[src/pkg/gpio_pair_consts.svh]
/*
 Register offsets, field positions, reset values and timing for the GPIO port pair.
 Assumes inclusion by bare name from design files.
*/
`ifndef GPIO_PAIR_CONSTS_SVH
`define GPIO_PAIR_CONSTS_SVH

`define OFS_PA_PINS     12'h000
`define OFS_PA_LATCH    12'h004
`define OFS_PA_DIR      12'h008
`define OFS_PB_PINS     12'h00C
`define OFS_PB_LATCH    12'h010
`define OFS_PB_DIR      12'h014
`define OFS_ANALOG_SELECT_LOW       12'h018
`define OFS_SLEW        12'h01C
`define OFS_CMP_ROUTE   12'h020

`define RST_DIR         8'hFF
`define RST_LATCH       8'h00
`define RST_ANALOG_SELECT_LOW       8'h1F
`define RST_SLEW        8'h00
`define RST_CMP_ROUTE   8'h00
`define SLEW_MASK       8'h1F
`define CMP_ROUTE_MASK  8'h03

`define BIT_CMP1        4
`define BIT_CMP2        5
`define BIT_OSC_OUT     6
`define BIT_OSC_IN      7
`define ANS_BIT_RA5     4
`define CYCLE_DIV       2

`endif

[src/pkg/gpio_pair_pkg.sv]
/*
 Types for the GPIO port pair.
 Assumes nothing beyond a SystemVerilog compiler.
*/
`default_nettype none
package gpio_pair_pkg;
	typedef enum logic [2:0] {
		OSC_LP       = 3'h0,
		OSC_XT       = 3'h1,
		OSC_HS       = 3'h2,
		OSC_RC       = 3'h3,
		OSC_RC_IO    = 3'h4,
		OSC_INT_IO   = 3'h5,
		OSC_INT_CLK  = 3'h6,
		OSC_EC_IO    = 3'h7
	} osc_mode_e;
	typedef enum logic [1:0] {
		APB_IDLE   = 2'h0,
		APB_ACCESS = 2'h1
	} apb_state_e;
endpackage
`default_nettype wire

[src/hw/cycle_clock_gen.sv]
/*
 Instruction cycle clock: oscillator divided by four, built from one-cycle enables.
 Assumes clk_sys stands for the oscillator clock.
*/
`timescale 1ns/1ns
`default_nettype none
`include "gpio_pair_consts.svh"
module cycle_clock_gen (
	input  wire logic clk_sys,
	input  wire logic rst_n,
	output logic      cycle_clk
);
	logic [1:0] cnt_ff;
	wire  [1:0] nxt_cnt = cnt_ff + 2'h1;
	always_ff @(posedge clk_sys or negedge rst_n) begin
		if (!rst_n) begin
			cnt_ff    <= 2'h0;
			cycle_clk <= 1'b0;
		end else begin
			cnt_ff <= nxt_cnt;
			if (cnt_ff[0])
				cycle_clk <= ~cycle_clk;
		end
	end
endmodule
`default_nettype wire

[src/hw/gpio_port_pair.sv]
/*
 Two 8-bit GPIO ports with APB register access and port A pin sharing.
 Assumes pins are synchronised here; oscillator mode is a static configuration input.
*/
// The APB slave port and the register offsets are this design's own decisions.
`timescale 1ns/1ns
`default_nettype none
`include "gpio_pair_consts.svh"
module gpio_port_pair #(
	parameter int WIDTH = 8
) (
	input  wire logic             clk_sys,
	input  wire logic             rst_n,
	input  wire logic             psel,
	input  wire logic             penable,
	input  wire logic             pwrite,
	input  wire logic [11:0]      paddr,
	input  wire logic [31:0]      pwdata,
	output logic      [31:0]      prdata,
	output logic                  pready,
	output logic                  pslverr,
	input  wire logic [2:0]       osc_mode,
	input  wire logic             comparator_one_result,
	input  wire logic             comparator_two_result,
	input  wire logic [WIDTH-1:0] pa_in,
	output logic      [WIDTH-1:0] pa_out,
	output logic      [WIDTH-1:0] pa_oe,
	input  wire logic [WIDTH-1:0] pb_in,
	output logic      [WIDTH-1:0] pb_out,
	output logic      [WIDTH-1:0] pb_oe,
	output logic                  sync_serial_peripheral_ss,
	output logic                  cycle_clock_output_en
);
	////////////////////////////////////////////////////////////////////////////
	// Reset release
	logic rst_meta_ff;
	logic rst_sync_ff;
	always_ff @(posedge clk_sys or negedge rst_n) begin
		if (!rst_n) begin
			rst_meta_ff <= 1'b0;
			rst_sync_ff <= 1'b0;
		end else begin
			rst_meta_ff <= 1'b1;
			rst_sync_ff <= rst_meta_ff;
		end
	end
	wire rst_core_n = rst_sync_ff;

	////////////////////////////////////////////////////////////////////////////
	// Pin synchronisers and cycle clock
	logic [WIDTH-1:0] pa_sync;
	logic [WIDTH-1:0] pb_sync;
	logic             cycle_clk;
	sync_2ff #(.WIDTH(WIDTH)) u_sync_a (
		.clk_sys (clk_sys),
		.rst_n   (rst_core_n),
		.d       (pa_in),
		.q       (pa_sync)
	);
	sync_2ff #(.WIDTH(WIDTH)) u_sync_b (
		.clk_sys (clk_sys),
		.rst_n   (rst_core_n),
		.d       (pb_in),
		.q       (pb_sync)
	);
	cycle_clock_gen u_cyc (
		.clk_sys   (clk_sys),
		.rst_n     (rst_core_n),
		.cycle_clk (cycle_clk)
	);

	////////////////////////////////////////////////////////////////////////////
	// Oscillator mode decode
	gpio_pair_pkg::osc_mode_e mode;
	assign mode = gpio_pair_pkg::osc_mode_e'(osc_mode);
	wire a6_is_io  = (mode == gpio_pair_pkg::OSC_RC_IO) ||
	                 (mode == gpio_pair_pkg::OSC_INT_IO) ||
	                 (mode == gpio_pair_pkg::OSC_EC_IO);
	wire a6_cycle_clock_output = (mode == gpio_pair_pkg::OSC_RC) ||
	                 (mode == gpio_pair_pkg::OSC_INT_CLK);
	// External clock mode with clock out shares the EC-IO code space only as IO here
	wire a7_is_io  = (mode == gpio_pair_pkg::OSC_INT_IO) ||
	                 (mode == gpio_pair_pkg::OSC_INT_CLK);
	wire [WIDTH-1:0] impl_mask = {a7_is_io, a6_is_io, 6'h3F};

	////////////////////////////////////////////////////////////////////////////
	// Registers
	logic [WIDTH-1:0] pa_latch_ff;
	logic [WIDTH-1:0] pa_dir_ff;
	logic [WIDTH-1:0] pb_latch_ff;
	logic [WIDTH-1:0] pb_dir_ff;
	logic [WIDTH-1:0] analog_select_low_ff;
	logic [WIDTH-1:0] slew_ff;
	logic [WIDTH-1:0] cmp_route_ff;

	gpio_pair_pkg::apb_state_e state_ff;
	wire setup   = psel && !penable;
	wire access  = psel && penable && (state_ff == gpio_pair_pkg::APB_ACCESS);
	wire wr_en   = access && pwrite;
	wire [7:0] wd = pwdata[7:0];

	wire hit_pa_pins  = (paddr == `OFS_PA_PINS);
	wire hit_pa_latch = (paddr == `OFS_PA_LATCH);
	wire hit_pa_dir   = (paddr == `OFS_PA_DIR);
	wire hit_pb_pins  = (paddr == `OFS_PB_PINS);
	wire hit_pb_latch = (paddr == `OFS_PB_LATCH);
	wire hit_pb_dir   = (paddr == `OFS_PB_DIR);
	wire hit_analog_select_low    = (paddr == `OFS_ANALOG_SELECT_LOW);
	wire hit_slew     = (paddr == `OFS_SLEW);
	wire hit_route    = (paddr == `OFS_CMP_ROUTE);
	wire hit_any      = hit_pa_pins | hit_pa_latch | hit_pa_dir | hit_pb_pins |
	                    hit_pb_latch | hit_pb_dir | hit_analog_select_low | hit_slew | hit_route;

	always_ff @(posedge clk_sys or negedge rst_core_n) begin
		if (!rst_core_n)
			state_ff <= gpio_pair_pkg::APB_IDLE;
		else if (setup)
			state_ff <= gpio_pair_pkg::APB_ACCESS;
		else
			state_ff <= gpio_pair_pkg::APB_IDLE;
	end

	always_ff @(posedge clk_sys or negedge rst_core_n) begin
		if (!rst_core_n) begin
			pa_latch_ff  <= `RST_LATCH;
			pa_dir_ff    <= `RST_DIR;
			pb_latch_ff  <= `RST_LATCH;
			pb_dir_ff    <= `RST_DIR;
			analog_select_low_ff     <= `RST_ANALOG_SELECT_LOW;
			slew_ff      <= `RST_SLEW;
			cmp_route_ff <= `RST_CMP_ROUTE;
		end else if (wr_en) begin
			if (hit_pa_pins || hit_pa_latch)
				pa_latch_ff <= wd;
			if (hit_pa_dir)
				pa_dir_ff <= wd;
			if (hit_pb_pins || hit_pb_latch)
				pb_latch_ff <= wd;
			if (hit_pb_dir)
				pb_dir_ff <= wd;
			if (hit_analog_select_low)
				analog_select_low_ff <= wd;
			if (hit_slew)
				slew_ff <= wd & `SLEW_MASK;
			if (hit_route)
				cmp_route_ff <= wd & `CMP_ROUTE_MASK;
		end
	end

	////////////////////////////////////////////////////////////////////////////
	// Input paths
	// Analog-selected bits A5 and A3:0 read zero; ANALOG_SELECT_LOW bit 4 maps to pin A5
	wire [WIDTH-1:0] pa_analog = {2'b00, analog_select_low_ff[`ANS_BIT_RA5], 1'b0, analog_select_low_ff[3:0]};
	wire [WIDTH-1:0] pa_read   = pa_sync & ~pa_analog & impl_mask;

	////////////////////////////////////////////////////////////////////////////
	// Read mux
	function automatic [7:0] masked(input [7:0] v, input [7:0] m);
		masked = v & m;
	endfunction
	wire [7:0] rd_val =
		hit_pa_pins  ? pa_read :
		hit_pa_latch ? masked(pa_latch_ff, impl_mask) :
		hit_pa_dir   ? masked(pa_dir_ff, impl_mask) :
		hit_pb_pins  ? pb_sync :
		hit_pb_latch ? pb_latch_ff :
		hit_pb_dir   ? pb_dir_ff :
		hit_analog_select_low    ? analog_select_low_ff :
		hit_slew     ? slew_ff :
		hit_route    ? cmp_route_ff : 8'h00;

	always_ff @(posedge clk_sys or negedge rst_core_n) begin
		if (!rst_core_n) begin
			prdata  <= 32'h0000_0000;
			pready  <= 1'b0;
			pslverr <= 1'b0;
		end else begin
			pready  <= setup;
			pslverr <= setup && !hit_any;
			prdata  <= (setup && !pwrite) ? {24'h000000, rd_val} : 32'h0000_0000;
		end
	end

	////////////////////////////////////////////////////////////////////////////
	// Output paths
	wire [WIDTH-1:0] pa_dval;
	wire [WIDTH-1:0] pa_den;
	assign pa_dval[3:0] = pa_latch_ff[3:0];
	assign pa_den[3:0]  = ~pa_dir_ff[3:0];
	assign pa_dval[`BIT_CMP1] = cmp_route_ff[0] ? comparator_one_result
	                                           : pa_latch_ff[`BIT_CMP1];
	assign pa_den[`BIT_CMP1]  = ~pa_dir_ff[`BIT_CMP1];
	assign pa_dval[`BIT_CMP2] = cmp_route_ff[1] ? comparator_two_result
	                                           : pa_latch_ff[`BIT_CMP2];
	assign pa_den[`BIT_CMP2]  = ~pa_dir_ff[`BIT_CMP2];
	assign pa_dval[`BIT_OSC_OUT] = a6_cycle_clock_output ? cycle_clk : pa_latch_ff[`BIT_OSC_OUT];
	assign pa_den[`BIT_OSC_OUT]  = a6_cycle_clock_output | (a6_is_io & ~pa_dir_ff[`BIT_OSC_OUT]);
	assign pa_dval[`BIT_OSC_IN]  = pa_latch_ff[`BIT_OSC_IN];
	assign pa_den[`BIT_OSC_IN]   = a7_is_io & ~pa_dir_ff[`BIT_OSC_IN];

	always_ff @(posedge clk_sys or negedge rst_core_n) begin
		if (!rst_core_n) begin
			pa_out                    <= 8'h00;
			pa_oe                     <= 8'h00;
			pb_out                    <= 8'h00;
			pb_oe                     <= 8'h00;
			sync_serial_peripheral_ss <= 1'b0;
			cycle_clock_output_en     <= 1'b0;
		end else begin
			pa_out                    <= pa_dval;
			pa_oe                     <= pa_den;
			pb_out                    <= pb_latch_ff;
			pb_oe                     <= ~pb_dir_ff;
			sync_serial_peripheral_ss <= pa_dir_ff[`BIT_CMP2] & pa_sync[`BIT_CMP2];
			cycle_clock_output_en     <= a6_cycle_clock_output;
		end
	end

	////////////////////////////////////////////////////////////////////////////
	// Checks
	a_dir_input_off: assert property (@(posedge clk_sys) disable iff (!rst_core_n)
		pb_dir_ff[0] |=> !pb_oe[0]) else $error("Input bit driven");
	a_latch_drives: assert property (@(posedge clk_sys) disable iff (!rst_core_n)
		!pb_dir_ff[3] |=> pb_out[3] == $past(pb_latch_ff[3])) else $error("Latch not driven");
	a_cmp_override: assert property (@(posedge clk_sys) disable iff (!rst_core_n)
		cmp_route_ff[0] |=> pa_out[4] == $past(comparator_one_result))
		else $error("Comparator not routed");
	a_analog_zero: assert property (@(posedge clk_sys) disable iff (!rst_core_n)
		analog_select_low_ff[4] |-> !pa_read[5]) else $error("Analog pin read nonzero");
	a_a5_out_kept: assert property (@(posedge clk_sys) disable iff (!rst_core_n)
		(!pa_dir_ff[5] && !cmp_route_ff[1]) |=> pa_oe[5] && pa_out[5] == $past(pa_latch_ff[5]))
		else $error("A5 output lost");
	a_cycle_clock_output_oe: assert property (@(posedge clk_sys) disable iff (!rst_core_n)
		a6_cycle_clock_output |=> pa_oe[6]) else $error("Clock out not driven");
	a_a7_off: assert property (@(posedge clk_sys) disable iff (!rst_core_n)
		!a7_is_io |=> !pa_oe[7]) else $error("A7 driven in osc mode");
	a_unimp_zero: assert property (@(posedge clk_sys) disable iff (!rst_core_n)
		(setup && !pwrite && hit_pa_dir && !a6_is_io) |=> !prdata[6])
		else $error("A6 direction read nonzero");
	a_one_wait: assert property (@(posedge clk_sys) disable iff (!rst_core_n)
		setup |=> pready ##1 !pready) else $error("Access not one cycle");
	a_ss_follow: assert property (@(posedge clk_sys) disable iff (!rst_core_n)
		!pa_dir_ff[5] |=> !sync_serial_peripheral_ss) else $error("Slave select leaks");
endmodule
`default_nettype wire

[src/hw/sync_2ff.sv]
/*
 Two flip-flop synchroniser for a bus of levels.
 Assumes a single clock and the already released reset.
*/
`timescale 1ns/1ns
`default_nettype none
module sync_2ff #(
	parameter int WIDTH = 8
) (
	input  wire logic             clk_sys,
	input  wire logic             rst_n,
	input  wire logic [WIDTH-1:0] d,
	output logic      [WIDTH-1:0] q
);
	logic [WIDTH-1:0] meta_ff;
	always_ff @(posedge clk_sys or negedge rst_n) begin
		if (!rst_n) begin
			meta_ff <= '0;
			q       <= '0;
		end else begin
			meta_ff <= d;
			q       <= meta_ff;
		end
	end
endmodule
`default_nettype wire

[config.mk]
export PLATFORM = sky130hd
export DESIGN_NAME = gpio_port_pair
export DESIGN_NICKNAME = d
export VERILOG_FILES = /design/src/pkg/gpio_pair_pkg.sv /design/src/hw/cycle_clock_gen.sv /design/src/hw/gpio_port_pair.sv /design/src/hw/sync_2ff.sv
export VERILOG_INCLUDE_DIRS = /design/src /design/src/pkg
export SDC_FILE = /design/constraint.sdc
export NUM_CORES = 1
export LEC_CHECK = 0
export ABC_AREA = 0
export BUFFER_PORTS_ARGS = -buffer_cell sky130_fd_sc_hd__buf_2
export CAP_MARGIN = 20
export CORE_ASPECT_RATIO = 0.75
export CORE_MARGIN = 2
export CORE_UTILIZATION = 35
export CTS_CLUSTER_DIAMETER = 120
export DETAILED_ROUTE_END_ITERATION = 7
export GPL_TIMING_DRIVEN = 0
export PLACE_DENSITY = 0.65
export SLEW_MARGIN = 20
export SYNTH_ARGS = -nofsm -noshare
export SYNTH_HDL_FRONTEND = slang
export SYNTH_SLANG_ARGS = --single-unit
[constraint.sdc]
create_clock -name clk_sys -period 3.9 [get_ports clk_sys]
set_input_delay 0.78 -clock clk_sys [delete_from_list [all_inputs] [get_ports clk_sys]]
set_output_delay 0.78 -clock clk_sys [all_outputs]
set_load 0.05 [all_outputs]
* After elaboration in Yosys (flattened, before gate mapping)
Cells that the tools add are included.
** Storage, ports and cells
- Bits in registers :: 130
- Bits of input ports :: 70
- Output and inout port bits :: 68
** Operators by class
- Add/subtract/negate cells :: 1
- Eq/ne operators :: 14
- Muxes and demuxes :: 14
- Bitwise logic cells :: 24
- Reduce and logical (&&, ||, !) cells :: 23
** Operators with widths (number)
- 8-bit 2-to-1 mux :: 8
- 12-bit by 5-bit equality test with 1-bit output (second input constant) :: 4
- 8-bit AND :: 4
- 12-bit by 4-bit equality test with 1-bit output (second input constant) :: 2
- 2-bit AND reduction :: 7
- 12-bit by 3-bit equality test with 1-bit output (second input constant) :: 1
- 12-bit by 6-bit equality test with 1-bit output (second input constant) :: 1
- 3-bit equality test (second input constant) :: 4
- 12-bit zero test :: 1
- 1-bit OR :: 9
- 6-bit NOT with 8-bit output :: 1
- 8-bit NOT :: 1
- 1-bit logical AND :: 6
- 1-bit logical OR :: 6
- 5-bit 2-to-1 mux :: 1
- 1-bit NOT :: 5
- 1-bit 2-to-1 mux :: 4
- 4-bit NOT :: 1
- 1-bit AND :: 3
- 3-bit by 2-bit equality test with 1-bit output (second input constant) :: 1
- 1-bit zero test :: 3
- 2-bit by 1-bit adder with 2-bit output (second input constant) :: 1
- 2-bit by 1-bit equality test with 1-bit output (second input constant) :: 1
- 2-bit 2-to-1 mux :: 1

* Depth between registers and ports, before layout
Gate-level depths: netlist of the first run.
- Word-level depth :: 11
- Depth in mapped cells :: 8
- Gate-level depth less buffers :: 5

* Cells and area by module
A second synthesis of the first run with hierarchy kept.
** Second synthesis, totals
- Cell total of the unflattened synthesis :: 390
- Area, all modules :: 4949.7 um^2
** By module, submodules not included
- gpio_port_pair :: instances 1, cells each 354, area an instance 4086.4 um^2, sequential area each 2353.5 um^2
- sync_2ff :: instances 2, cells each 16, area an instance 400.4 um^2, sequential area each 400.4 um^2
- cycle_clock_gen :: instances 1, cells each 4, area an instance 62.6 um^2, sequential area each 50.0 um^2

* Least setup slack after synthesis of the first run
Ideal clock, no wire load.
- Path type :: input to register
- Start :: input paddr[7]
- End :: register pb_latch_ff[0]
- Setup time :: 0.125 ns
- Arrival :: 2.301 ns
- Data required time :: 3.775 ns
- Slack :: 1.474 ns
- Cell stages on the path :: 5
- Cells stage by stage :: or4_4 > a2bb2oi_1 > or3_1 > buf_6 > mux2_4
** Between the ends
- Longest elaborated chain between the ends :: 3
- Elaborated cells between the ends (all ways) :: 4
** Ends and longest elaborated chain
- start: declaration :: line gpio_port_pair.sv:17 : input wire logic [11:0] paddr,
- 12-bit by 4-bit equality test with 1-bit output (no source line) or 12-bit by 5-bit equality test with 1-bit output (tied branches)
- 1-bit logical OR * :: line gpio_port_pair.sv:137 : if (hit_pb_pins || hit_pb_latch)
- 2-bit AND reduction (no source line) *
- end signal: assignment :: line gpio_port_pair.sv:127 : pb_latch_ff <= `RST_LATCH;
- end signal: assignment :: line gpio_port_pair.sv:138 : pb_latch_ff <= wd;
- end: declaration :: line gpio_port_pair.sv:90 : logic [WIDTH-1:0] pb_latch_ff;
Every way passes the cells marked *; elsewhere a longest branch is shown, timed or not.
A chain may end at the register's enable or synchronous reset.

* Worst setup path in the final report of the first run
- Start :: input paddr[7]
- End :: register pb_dir_ff[6]
** Between the ends
- Longest elaborated chain between the ends :: 2
** Ends and longest elaborated chain
- 12-bit by 5-bit equality test with 1-bit output (no source line)
- 2-bit AND reduction (no source line)
- end signal: assignment :: line gpio_port_pair.sv:128 : pb_dir_ff <= `RST_DIR;
- end signal: assignment :: line gpio_port_pair.sv:140 : pb_dir_ff <= wd;
- end: declaration :: line gpio_port_pair.sv:91 : logic [WIDTH-1:0] pb_dir_ff;
Every way passes these cells.

==> out/results.txt, run 1 <==
Outcome: finished clean
WHS: 133 ps
CTS tree: done
Synthesis Warnings: 0
Worst Path Buf+Inv: 2
Async SR Flop Fraction: 1.00
Row count: 37
Combinational power share: 0.065
Initial drt markers: 195
Post-synthesis xor/xnor area fraction: 0.00348
Synth top cells by count: dfrtp_1 (106), mux2_1 (28), buf_4 (24)
Top post-synthesis cells by area: dfrtp_1 (53%), dfstp_2 (11%), mux2_1 (6.3%), buf_4 (3.6%), mux2_4 (2.4%)
Critical path class: in2reg
Peak VDD IR: 314 uV
DRC Markers: 0
Drt first pass iters: 4
Synth cell types: 64
Synth Register Bits: 127
Fill count: 1289
Die Ht: 108 um
Crit-path cells: buf_2, nor4b_4, nand3_2, nor3_2, buf_2, nand2_1, o21ai_1
Area Overhead vs Synth: 28.0%
Sequential share of the synthesized area: 0.637
Crit-path most repeated cell: buf_2
Worst-path fanout max: 10
Tot GR Track Use: 0.173
Worst stage delay on the critical path: 650 ps
Cell taking the most area after synthesis: dfrtp_1
PortBufs: 88
Sequential Power Share: 0.426
Largest delay contributor family on the critical path: simple AND/OR/NAND/NOR gates
Clk_skew: 17.0 ps
Routed wire length: 12.5 mm
Root buf cell: clkbuf_16
Most frequent cell after synthesis: dfrtp_1
Synth Area in Compound Gates: 0.0895
Yosys top cell area share: 0.527
Quantity of gates resized following cts: 0
Critical path launch point type: primary input
Synth Area in Adders: 0
Synth Cell Area: 0.00503 mm^2
Top FF cell, synth: dfrtp_1
Nature of the critical path endpoint: flop
Core Area: 0.0139 mm^2
Gpl congestion: 0.871
Sw Share: 0.236
Pwr Total: 3.17 mW
Maximum buffer depth of the clock tree: 2
Largest net degree at the start of global routing: 62
Setup ws final: 1160 ps
Cell count after synthesis: 377
Util after Layout: 0.464
Final Hold Viols: 0
Psw: 0.747 mW
Pre-CTS setup slack: 777 ps
Initial core utilization: 0.362
I/O pin count: 138
Worst reg2reg path startpoint: state_ff[0]
Number of global-route vias before repair: 3428
Worst-path clk slew: 60 ps
Hold WC Path Type: in2async
Routed wire length per instance: 18.0 um
Launch point of the critical path: paddr[7]
Via Count: 3315
Antenna diode count: 0
TritonCTS Sinks: 127
DRT antenna net count: 0
Main combinational cell family by area after synthesis: multiplexers
Share of layout cells above drive strength 1: 0.375
Clock power frac: 0.508
FMAX: 0.365 GHz
Post-synth EDFFs: 0
PD cells: 492 mW/mm^2
Crit path time final: 2740 ps
Nets@finish: 579
Unrepaired setup endpoints after global routing: false
Die extent in x: 142 um
Tcrit/Tclk final: 0.703
Slowest stage cell, crit path: nor3_2
Hold buffer count at CTS: 0
Worst-Margin Slew: 850 ps
Post-synthesis simple-gate area fraction: 0.102
Rel. slew slack: 0.429
First-pass GRT wire length: 19.5 mm
Post-CTS Setup Inserts: 0
Clk Latency, worst-skew pair: 420 ps
Cell count after placement: 665
WP data required: 4240 ps
HPWL after DPL: 9.06 mm
Pleak: 3.17 nW
Cell Count, Final, Fillers Out: 697
H-tree depth: 4
Die ar.: 0.0154 mm^2
Grt total ovfl: 0
Vias per Instance: 4.76
Average footprint of a synthesized cell: 13.4 um^2
# setup viols final: 0
Mux cell area share after synthesis: 0.106
Critical Path AT: 3080 ps
Max-slew violations: 0
CTS Buf Count: 17
Cell internal pwr: 2.42 mW
Antenna violations before repair: 0
Maxcap violations: 0
==> layout make-up <==
cell class	count	area, um^2	share of cell area
plain buffers	32	219	0.0340
clock buffers	19	443	0.0687
clock inverters	13	163	0.0252
inverters	23	86.3	0.0134
multi-input cells	218	1610	0.250
flip-flops and latches	127	3210	0.498
well taps	175	219	0.0340
repair buffers	90	495	0.0769
==> per-layer routing <==
| layer | share of wire | track usage | vias up | wire (um) |
|---|---|---|---|---|
| li1 | - | - | 1557 | - |
| met1 | 0.48 | 0.247 | 1644 | 5980 |
| met2 | 0.45 | 0.254 | 99 | 5630 |
| met3 | 0.060 | 0.0454 | 15 | 749 |
| met4 | 0.014 | 0.0587 | 0 | 174 |
| met5 | 0 | 0 | - | 0 |
==> cell families (layout without fill, tap and decap cells) <==
family | Yosys count | after routing
AOI/OAI and AO/OA | 66 | 66
xor gates and xnor gates | 2 | 2
buffers and inverters | 55 | 177
DFF | 127 | 127
muxes | 43 | 43
other | 2 | 25
and+or+nand+nor | 82 | 82
==> power by group through the flow <==
stage / Sequential (mW) / Combinational [mW] / Clock (mW)
floorplan: 1.40 / 0.106 / 0
global placement: 1.40 / 0.177 / 0
detailed placement: 1.38 / 0.207 / 0
CTS: 1.35 / 0.207 / 1.64
global route: 1.36 / 0.223 / 1.71
finish: 1.35 / 0.206 / 1.61
==> worst paths after layout <==
kind                                            end  slack [ps]  cells past startpoint
worst min register to register  u_sync_b.meta_ff[2]         180                      0
min in group clk_sys                  u_sync_a.q[4]         340                      0
max in group asynchronous              pb_dir_ff[4]        3100                      1
worst max-delay path                   pb_dir_ff[6]        1160                      7
worst max register to register         pb_dir_ff[6]        1850                      5
worst min-delay path                     rst_core_n         130                      1
==> metrics by stage <==
| stage | setup TNS, ps | instance area [um^2] |
|---|---|---|
| 3_3_place_gp | -108590 | 5780 |
| 2_1_floorplan | 0 | 5120 |
| 4_1_cts | 0 | 6440 |
| 6_report | 0 | 6440 |
| 5_1_grt | 0 | 6440 |
| 3_5_place_dp | 0 | 5840 |
==> cell usage in the layout, fill, tap and decap left out, drive strengths merged, types with 4 or more instances in the layout <==
master,count
o21ai,19
clkinv,5
clkbuf,24
conb,25
inv,25
nand3,4
buf,117
nand2b,7
a21oi,13
dfrtp,106
nor4,4
dfstp,21
o211ai,5
nor3,8
nand4,5
nor2b,7
mux2,40
nand2,23
nor2,10
Power figures use the tool's default switching activity.
==> inputs of run 2 (changes only) <==
- clock period: 3.9 -> 2.47 ns (I/O delays scaled with it)
==> run 2 against run 1 <==
Effect of this change: clock power is 90% higher; flip-flop and latch count unchanged; design area rose by 2.2%; sequential share of layout area is 1.1 points lower; routed wire length rose by 1.6%; via count up 1.1%; total power grew 74%; largest power group unchanged.
==> out/results.txt, run 2 (synthesized netlist as in run 1, its figures left out) <==
Root buf cell: clkbuf_16 (unchanged)
Antenna violations before repair: 0 (unchanged)
Tot GR Track Use: 0.174 (was 0.173)
Unrepaired setup endpoints after global routing: false (unchanged)
FMAX: 0.421 GHz
WP data required: 2760 ps (was 4240 ps)
First-pass GRT wire length: 19.5 mm (about the same)
Reg2reg path depth: 4 (was 5)
Gpl congestion: 0.880 (was 0.871)
Sequential Power Share: 0.387 (was 0.426)
HPWL after DPL: 9.32 mm (was 9.06 mm)
CTS tree: done (unchanged)
Initial core utilization: 0.362 (unchanged)
DRC Markers: 0 (unchanged)
Worst-path clk slew: 60 ps (about the same)
Rel. slew slack: 0.448 (was 0.429)
Final Hold Viols: 0 (unchanged)
Pre-CTS setup slack: -350 ps (was 777 ps)
Drt first pass iters: 4 (unchanged)
Critical path launch point type: primary input (unchanged)
Clock power frac: 0.554 (was 0.508)
Post-CTS Setup Inserts: 0 (unchanged)
Nets@finish: 580 (was 579)
Initial drt markers: 146 (was 195)
Worst Path Buf+Inv: 2 (unchanged)
Critical Path AT: 2660 ps (was 3080 ps)
Worst stage delay on the critical path: 720 ps (was 650 ps)
Grt total ovfl: 0 (unchanged)
Cell count after placement: 665 (unchanged)
Routed wire length: 12.7 mm (was 12.5 mm)
PD cells: 839 mW/mm^2 (was 492 mW/mm^2)
Number of global-route vias before repair: 3459 (was 3428)
Crit-path cells: buf_2, nor4_2, nand3_1, or2_1, clkbuf_1, mux2_1 (was buf_2, nor4b_4, nand3_2, nor3_2, buf_2, nand2_1, o21ai_1)
Tcrit/Tclk final: 0.962
Share of layout cells above drive strength 1: 0.377 (was 0.375)
Outcome: finished clean (unchanged)
DRT antenna net count: 0 (unchanged)
Die Ht: 108 um (unchanged)
Hold WC Path Type: reg2async (was in2async)
CTS Buf Count: 17 (unchanged)
Crit path time final: 2380 ps
Fill count: 1267 (was 1289)
H-tree depth: 4 (unchanged)
Nature of the critical path endpoint: flop (unchanged)
Combinational power share: 0.059 (was 0.065)
Core Area: 0.0139 mm^2 (unchanged)
Peak VDD IR: 527 uV (was 314 uV)
Largest net degree at the start of global routing: 62 (unchanged)
Slowest stage cell, crit path: nor4_2 (was nor3_2)
Setup ws final: 94.7 ps (was 1160 ps)
Most frequent cells in the layout: dfrtp_1 (105), buf_2 (89), mux2_1 (28) (unchanged)
Routed wire length per instance: 18.3 um (was 18.0 um)
Max-slew violations: 0 (unchanged)
Sw Share: 0.213 (was 0.236)
Die extent in x: 142 um (unchanged)
Cell internal pwr: 4.35 mW (was 2.42 mW)
# setup viols final: 0 (unchanged)
Worst-Margin Slew: 822 ps (was 850 ps)
Pleak: 3.24 nW (was 3.17 nW)
I/O pin count: 138 (unchanged)
Critical path class: in2reg (unchanged)
Util after Layout: 0.474 (was 0.464)
Cell Count, Final, Fillers Out: 698 (was 697)
Vias per Instance: 4.80 (was 4.76)
Clk Latency, worst-skew pair: 410 ps (was 420 ps)
Largest delay contributor family on the critical path: simple AND/OR/NAND/NOR gates (unchanged)
TritonCTS Sinks: 127 (unchanged)
Number of cells on the critical path: 6 (was 7)
Die ar.: 0.0154 mm^2 (unchanged)
Commonest non-fill, non-tap cell in the layout: dfrtp_1 (unchanged)
Antenna diode count: 0 (unchanged)
Worst-path fanout max: 8 (was 10)
Row count: 37 (unchanged)
Maximum buffer depth of the clock tree: 2 (unchanged)
PortBufs: 88 (unchanged)
Via Count: 3353 (was 3315)
Area Overhead vs Synth: 30.8% (was 28.0%)
Psw: 1.18 mW (was 0.747 mW)
WHS: 186 ps (was 133 ps)
Pwr Total: 5.52 mW (was 3.17 mW)
FF-to-FF setup slack: 450 ps (was 1850 ps)
Maxcap violations: 0 (unchanged)
Clk_skew: 6.96 ps (was 17.0 ps)
==> run 2: cell types whose count changed in the layout (fill, tap and decap cells not counted), sizes merged <==
cell / before / now
bufinv: 3 / 8
clkinvlp: 3 / 0
dlygate4sd3: 0 / 1
inv: 25 / 23
==> run 2: power groups by stage <==
stage          registers (mW)  clock network [mW]  logic, mW
2_1_floorplan            2.22                   0      0.168
3_3_place_gp             2.20                   0      0.279
3_5_place_dp             2.17                   0      0.328
4_1_cts                  2.14                3.11      0.329
5_1_grt                  2.14                3.21      0.355
6_report                 2.14                3.06      0.328
==> run 2: repair_timing <==
action                                 4_1_cts  5_1_grt
endpoints found under the hold margin        2        0
setup endpoints to repair                    0        4
hold buffers                                 1        0
gates resized for setup                      0        2
==> run 2: per-layer routing <==
layer / vias up / track usage / share of wire
li1: 1562 / - / -
met1: 1681 / 0.248 / 0.48
met2: 104 / 0.259 / 0.46
met3: 6 / 0.0485 / 0.054
met4: 0 / 0.0516 / 0.0058
met5: - / 0 / 0
==> run 2: final cells by class <==
type	count	area, um^2	share of cell area
Buffer	32	219	0.0332
Sequential cell	127	3210	0.487
Clock buffer	19	443	0.0672
Inverter	23	86.3	0.0131
Multi-Input combinational cell	218	1620	0.246
Clock inverter	13	284	0.0431
Tap cell	175	219	0.0332
Timing Repair Buffer	91	505	0.0767
==> run 2: worst paths after layout <==
| check | to | from |
|---|---|---|
| worst max-delay path | pa_latch_ff[3] | paddr[7] |
| worst min-delay path | pa_oe[3] | rst_core_n |
| worst max register to register | pa_latch_ff[3] | state_ff[0] |
| worst min register to register | pa_oe[3] | rst_core_n |
| max in group asynchronous | analog_select_low_ff[4] | rst_core_n |
| min in group clk_sys | u_sync_a.meta_ff[1] | pa_in[1] |
==> run 2: metrics by stage <==
stage,area (um^2),TNS [ps]
floorplan,5120,0
global placement,5780,-33680
detailed placement,5840,-9660
CTS,6580,0
global route,6590,0
finish,6590,0
==> inputs of run 3 (changes only) <==
- BUFFER_PORTS_ARGS: -buffer_cell sky130_fd_sc_hd__buf_2 -> -buffer_cell sky130_fd_sc_hd__buf_4
- SLEW_MARGIN: 20 -> default
==> run 3 against run 2 <==
Effect of this change: sequential share of layout area down 0.29 points; critical path depth decreased by 1; total power shrank 12%; worst setup slack improved by 52 ps; first-iteration DRC count increased by 40%; non-clock buffer count fell by 1; cell count shrank 0.14%; clock skew rose by 1.4 ps; combinational power is 3% higher; global-route usage fell by 0.078 points; critical endpoint is now analog_select_low_ff[7]; clock power down 22%.
==> out/results.txt, run 3 (synthesized netlist as in run 1, its figures left out) <==
Outcome: finished clean (unchanged)
Worst stage delay on the critical path: 650 ps (was 720 ps)
Tot GR Track Use: 0.173 (was 0.174)
First-pass GRT wire length: 19.4 mm (was 19.5 mm)
Antenna violations before repair: 0 (unchanged)
CTS tree: done (unchanged)
Cell count after placement: 664 (was 665)
Number of cells on the critical path: 5 (was 6)
Util after Layout: 0.477 (was 0.474)
Final Hold Viols: 0 (unchanged)
Rel. slew slack: 0.462 (was 0.448)
Nets@finish: 579 (was 580)
Pwr Total: 4.88 mW (was 5.52 mW)
Worst Path Buf+Inv: 1 (was 2)
Critical path class: in2reg (unchanged)
Met3 WL: 711 um (was 688 um)
PD cells: 737 mW/mm^2 (was 839 mW/mm^2)
Core Area: 0.0139 mm^2 (unchanged)
Crit-path cells: buf_4, nor4b_4, nand3_2, nor3_4, mux2_1 (was buf_2, nor4_2, nand3_1, or2_1, clkbuf_1, mux2_1)
Maximum buffer depth of the clock tree: 2 (unchanged)
Hold Path Depth: 1
Die Ht: 108 um (unchanged)
Initial core utilization: 0.362 (unchanged)
WHS: 187 ps (was 186 ps)
H-tree depth: 4 (unchanged)
Setup ws final: 147 ps (was 94.7 ps)
Critical path launch point type: primary input (unchanged)
Reg2reg path depth: 4 (unchanged)
Antenna diode count: 0 (unchanged)
Unrepaired setup endpoints after global routing: false (unchanged)
Row count: 37 (unchanged)
Grt total ovfl: 0 (unchanged)
Initial drt markers: 205 (was 146)
Number of global-route vias before repair: 3359 (was 3459)
Worst-Margin Slew: 801 ps (was 822 ps)
Nature of the critical path endpoint: flop (unchanged)
TritonCTS Sinks: 127 (unchanged)
Vias per Instance: 4.87 (was 4.80)
Peak VDD IR: 445 uV (was 527 uV)
Die ar.: 0.0154 mm^2 (unchanged)
Routed wire length per instance: 18.2 um (was 18.3 um)
Via Count: 3396 (was 3353)
Maxcap violations: 0 (unchanged)
DRC Markers: 0 (unchanged)
Critical Path AT: 2610 ps (was 2660 ps)
Die extent in x: 142 um (unchanged)
Worst-path clk slew: 60 ps (about the same)
Commonest non-fill, non-tap cell in the layout: buf_4 (was dfrtp_1)
WP data required: 2760 ps (about the same)
DR WL met2: 5.81 mm (was 5.85 mm)
Hold WC Path Type: in2reg (was reg2async)
Slowest stage cell, crit path: nor3_4 (was nor4_2)
PortBufs: 88 (unchanged)
Drt first pass iters: 4 (unchanged)
Crit path time final: 2320 ps (was 2380 ps)
Share of layout cells above drive strength 1: 0.375 (was 0.377)
Tcrit/Tclk final: 0.941 (was 0.962)
Pleak: 3.21 nW (was 3.24 nW)
Area Overhead vs Synth: 31.6% (was 30.8%)
Largest delay contributor family on the critical path: simple AND/OR/NAND/NOR gates (unchanged)
Gpl congestion: 0.875 (was 0.880)
# setup viols final: 0 (unchanged)
Routed wire length: 12.7 mm (about the same)
CTS Buf Count: 17 (unchanged)
Clk Latency, worst-skew pair: 420 ps (was 410 ps)
FMAX: 0.430 GHz (was 0.421 GHz)
Worst-path fanout max: 10 (was 8)
Most frequent cells in the layout: buf_4 (112), dfrtp_1 (105), mux2_1 (28) (was dfrtp_1 (105), buf_2 (89), mux2_1 (28))
Cell Count, Final, Fillers Out: 697 (was 698)
HPWL after DPL: 9.13 mm (was 9.32 mm)
I/O pin count: 138 (unchanged)
Root buf cell: clkbuf_16 (unchanged)
Clk_skew: 8.36 ps (was 6.96 ps)
Largest net degree at the start of global routing: 76 (was 62)
DRT antenna net count: 0 (unchanged)
Max-slew violations: 0 (unchanged)
Top Layer Used: met4 (unchanged)
Metal-1 WL: 6.07 mm (was 6.13 mm)
Pre-CTS setup slack: -311 ps (was -350 ps)
==> run 3: changes by cell type in the layout (fill, tap and decap cells not counted) <==
| cell | delta |
|---|---|
| clkinvlp_4 | +2 |
| clkinv_4 | -1 |
| buf_4 | +88 |
| clkinv_2 | +5 |
| inv_6 | +1 |
| bufinv_16 | -6 |
| buf_2 | -88 |
| clkbuf_8 | -1 |
| buf_16 | -1 |
==> run 3: what timing repair did <==
action / in CTS / in global routing
hold endpoints to repair: 2 / 0
buffers inserted: 0 / 0
hold buffers: 1 / 0
gates resized for setup: 0 / 2
endpoints found under the setup margin: 0 / 3
==> run 3: path summary, 6_finish.rpt <==
check	slack, ps	from	endpoint
setup / recovery	150	paddr[7]	analog_select_low_ff[7]
hold / removal	190	pa_in[0]	u_sync_a.meta_ff[0]
setup reg to reg	400	state_ff[0]	pa_latch_ff[2]
hold reg to reg	340	u_sync_a.meta_ff[1]	u_sync_a.q[1]
max in group asynchronous	1290	rst_core_n	pb_dir_ff[4]
min in group asynchronous	360	rst_core_n	u_sync_b.meta_ff[2]
==> run 3: worst reg2reg max path: cells and delay by family, from the launching register on <==
family        cells  cell delay (ps)
buf+inv           1              320
simple gates      2              860
flops             1              340
mux               1              420
==> run 3: layout make-up <==
class | count | area (um^2)
clock inverter | 14 | 144
timing repair buffer | 90 | 698
fill | 1248 | 7260
multi-input combinational | 218 | 1620
tap | 175 | 219
sequential | 127 | 3210
buffer | 32 | 219
clock buffer | 18 | 429
inverter | 23 | 86.3
==> run 3: where the power goes <==
| group | internal [mW] | switching, mW | total, mW |
|---|---|---|---|
| combinational | 0.115 | 0.223 | 0.338 |
| clock | 1.48 | 0.917 | 2.40 |
| sequential | 2.12 | 0.0272 | 2.15 |
| total | 3.72 | 1.17 | 4.88 |
==> run 3: per-layer routing <==
| layer | vias up | global-route usage |
|---|---|---|
| li1 | 1560 | - |
| met1 | 1721 | 0.249 |
| met2 | 104 | 0.255 |
| met3 | 11 | 0.0445 |
| met4 | 0 | 0.0573 |
| met5 | - | 0 |
==> run 3: stage by stage <==
step / instance area (um^2) / TNS, ps
finish: 6630 / 0
global placement: 6000 / -34630
CTS: 6610 / 0
floorplan: 5120 / 0
global route: 6630 / 0
detailed placement: 6030 / -9070
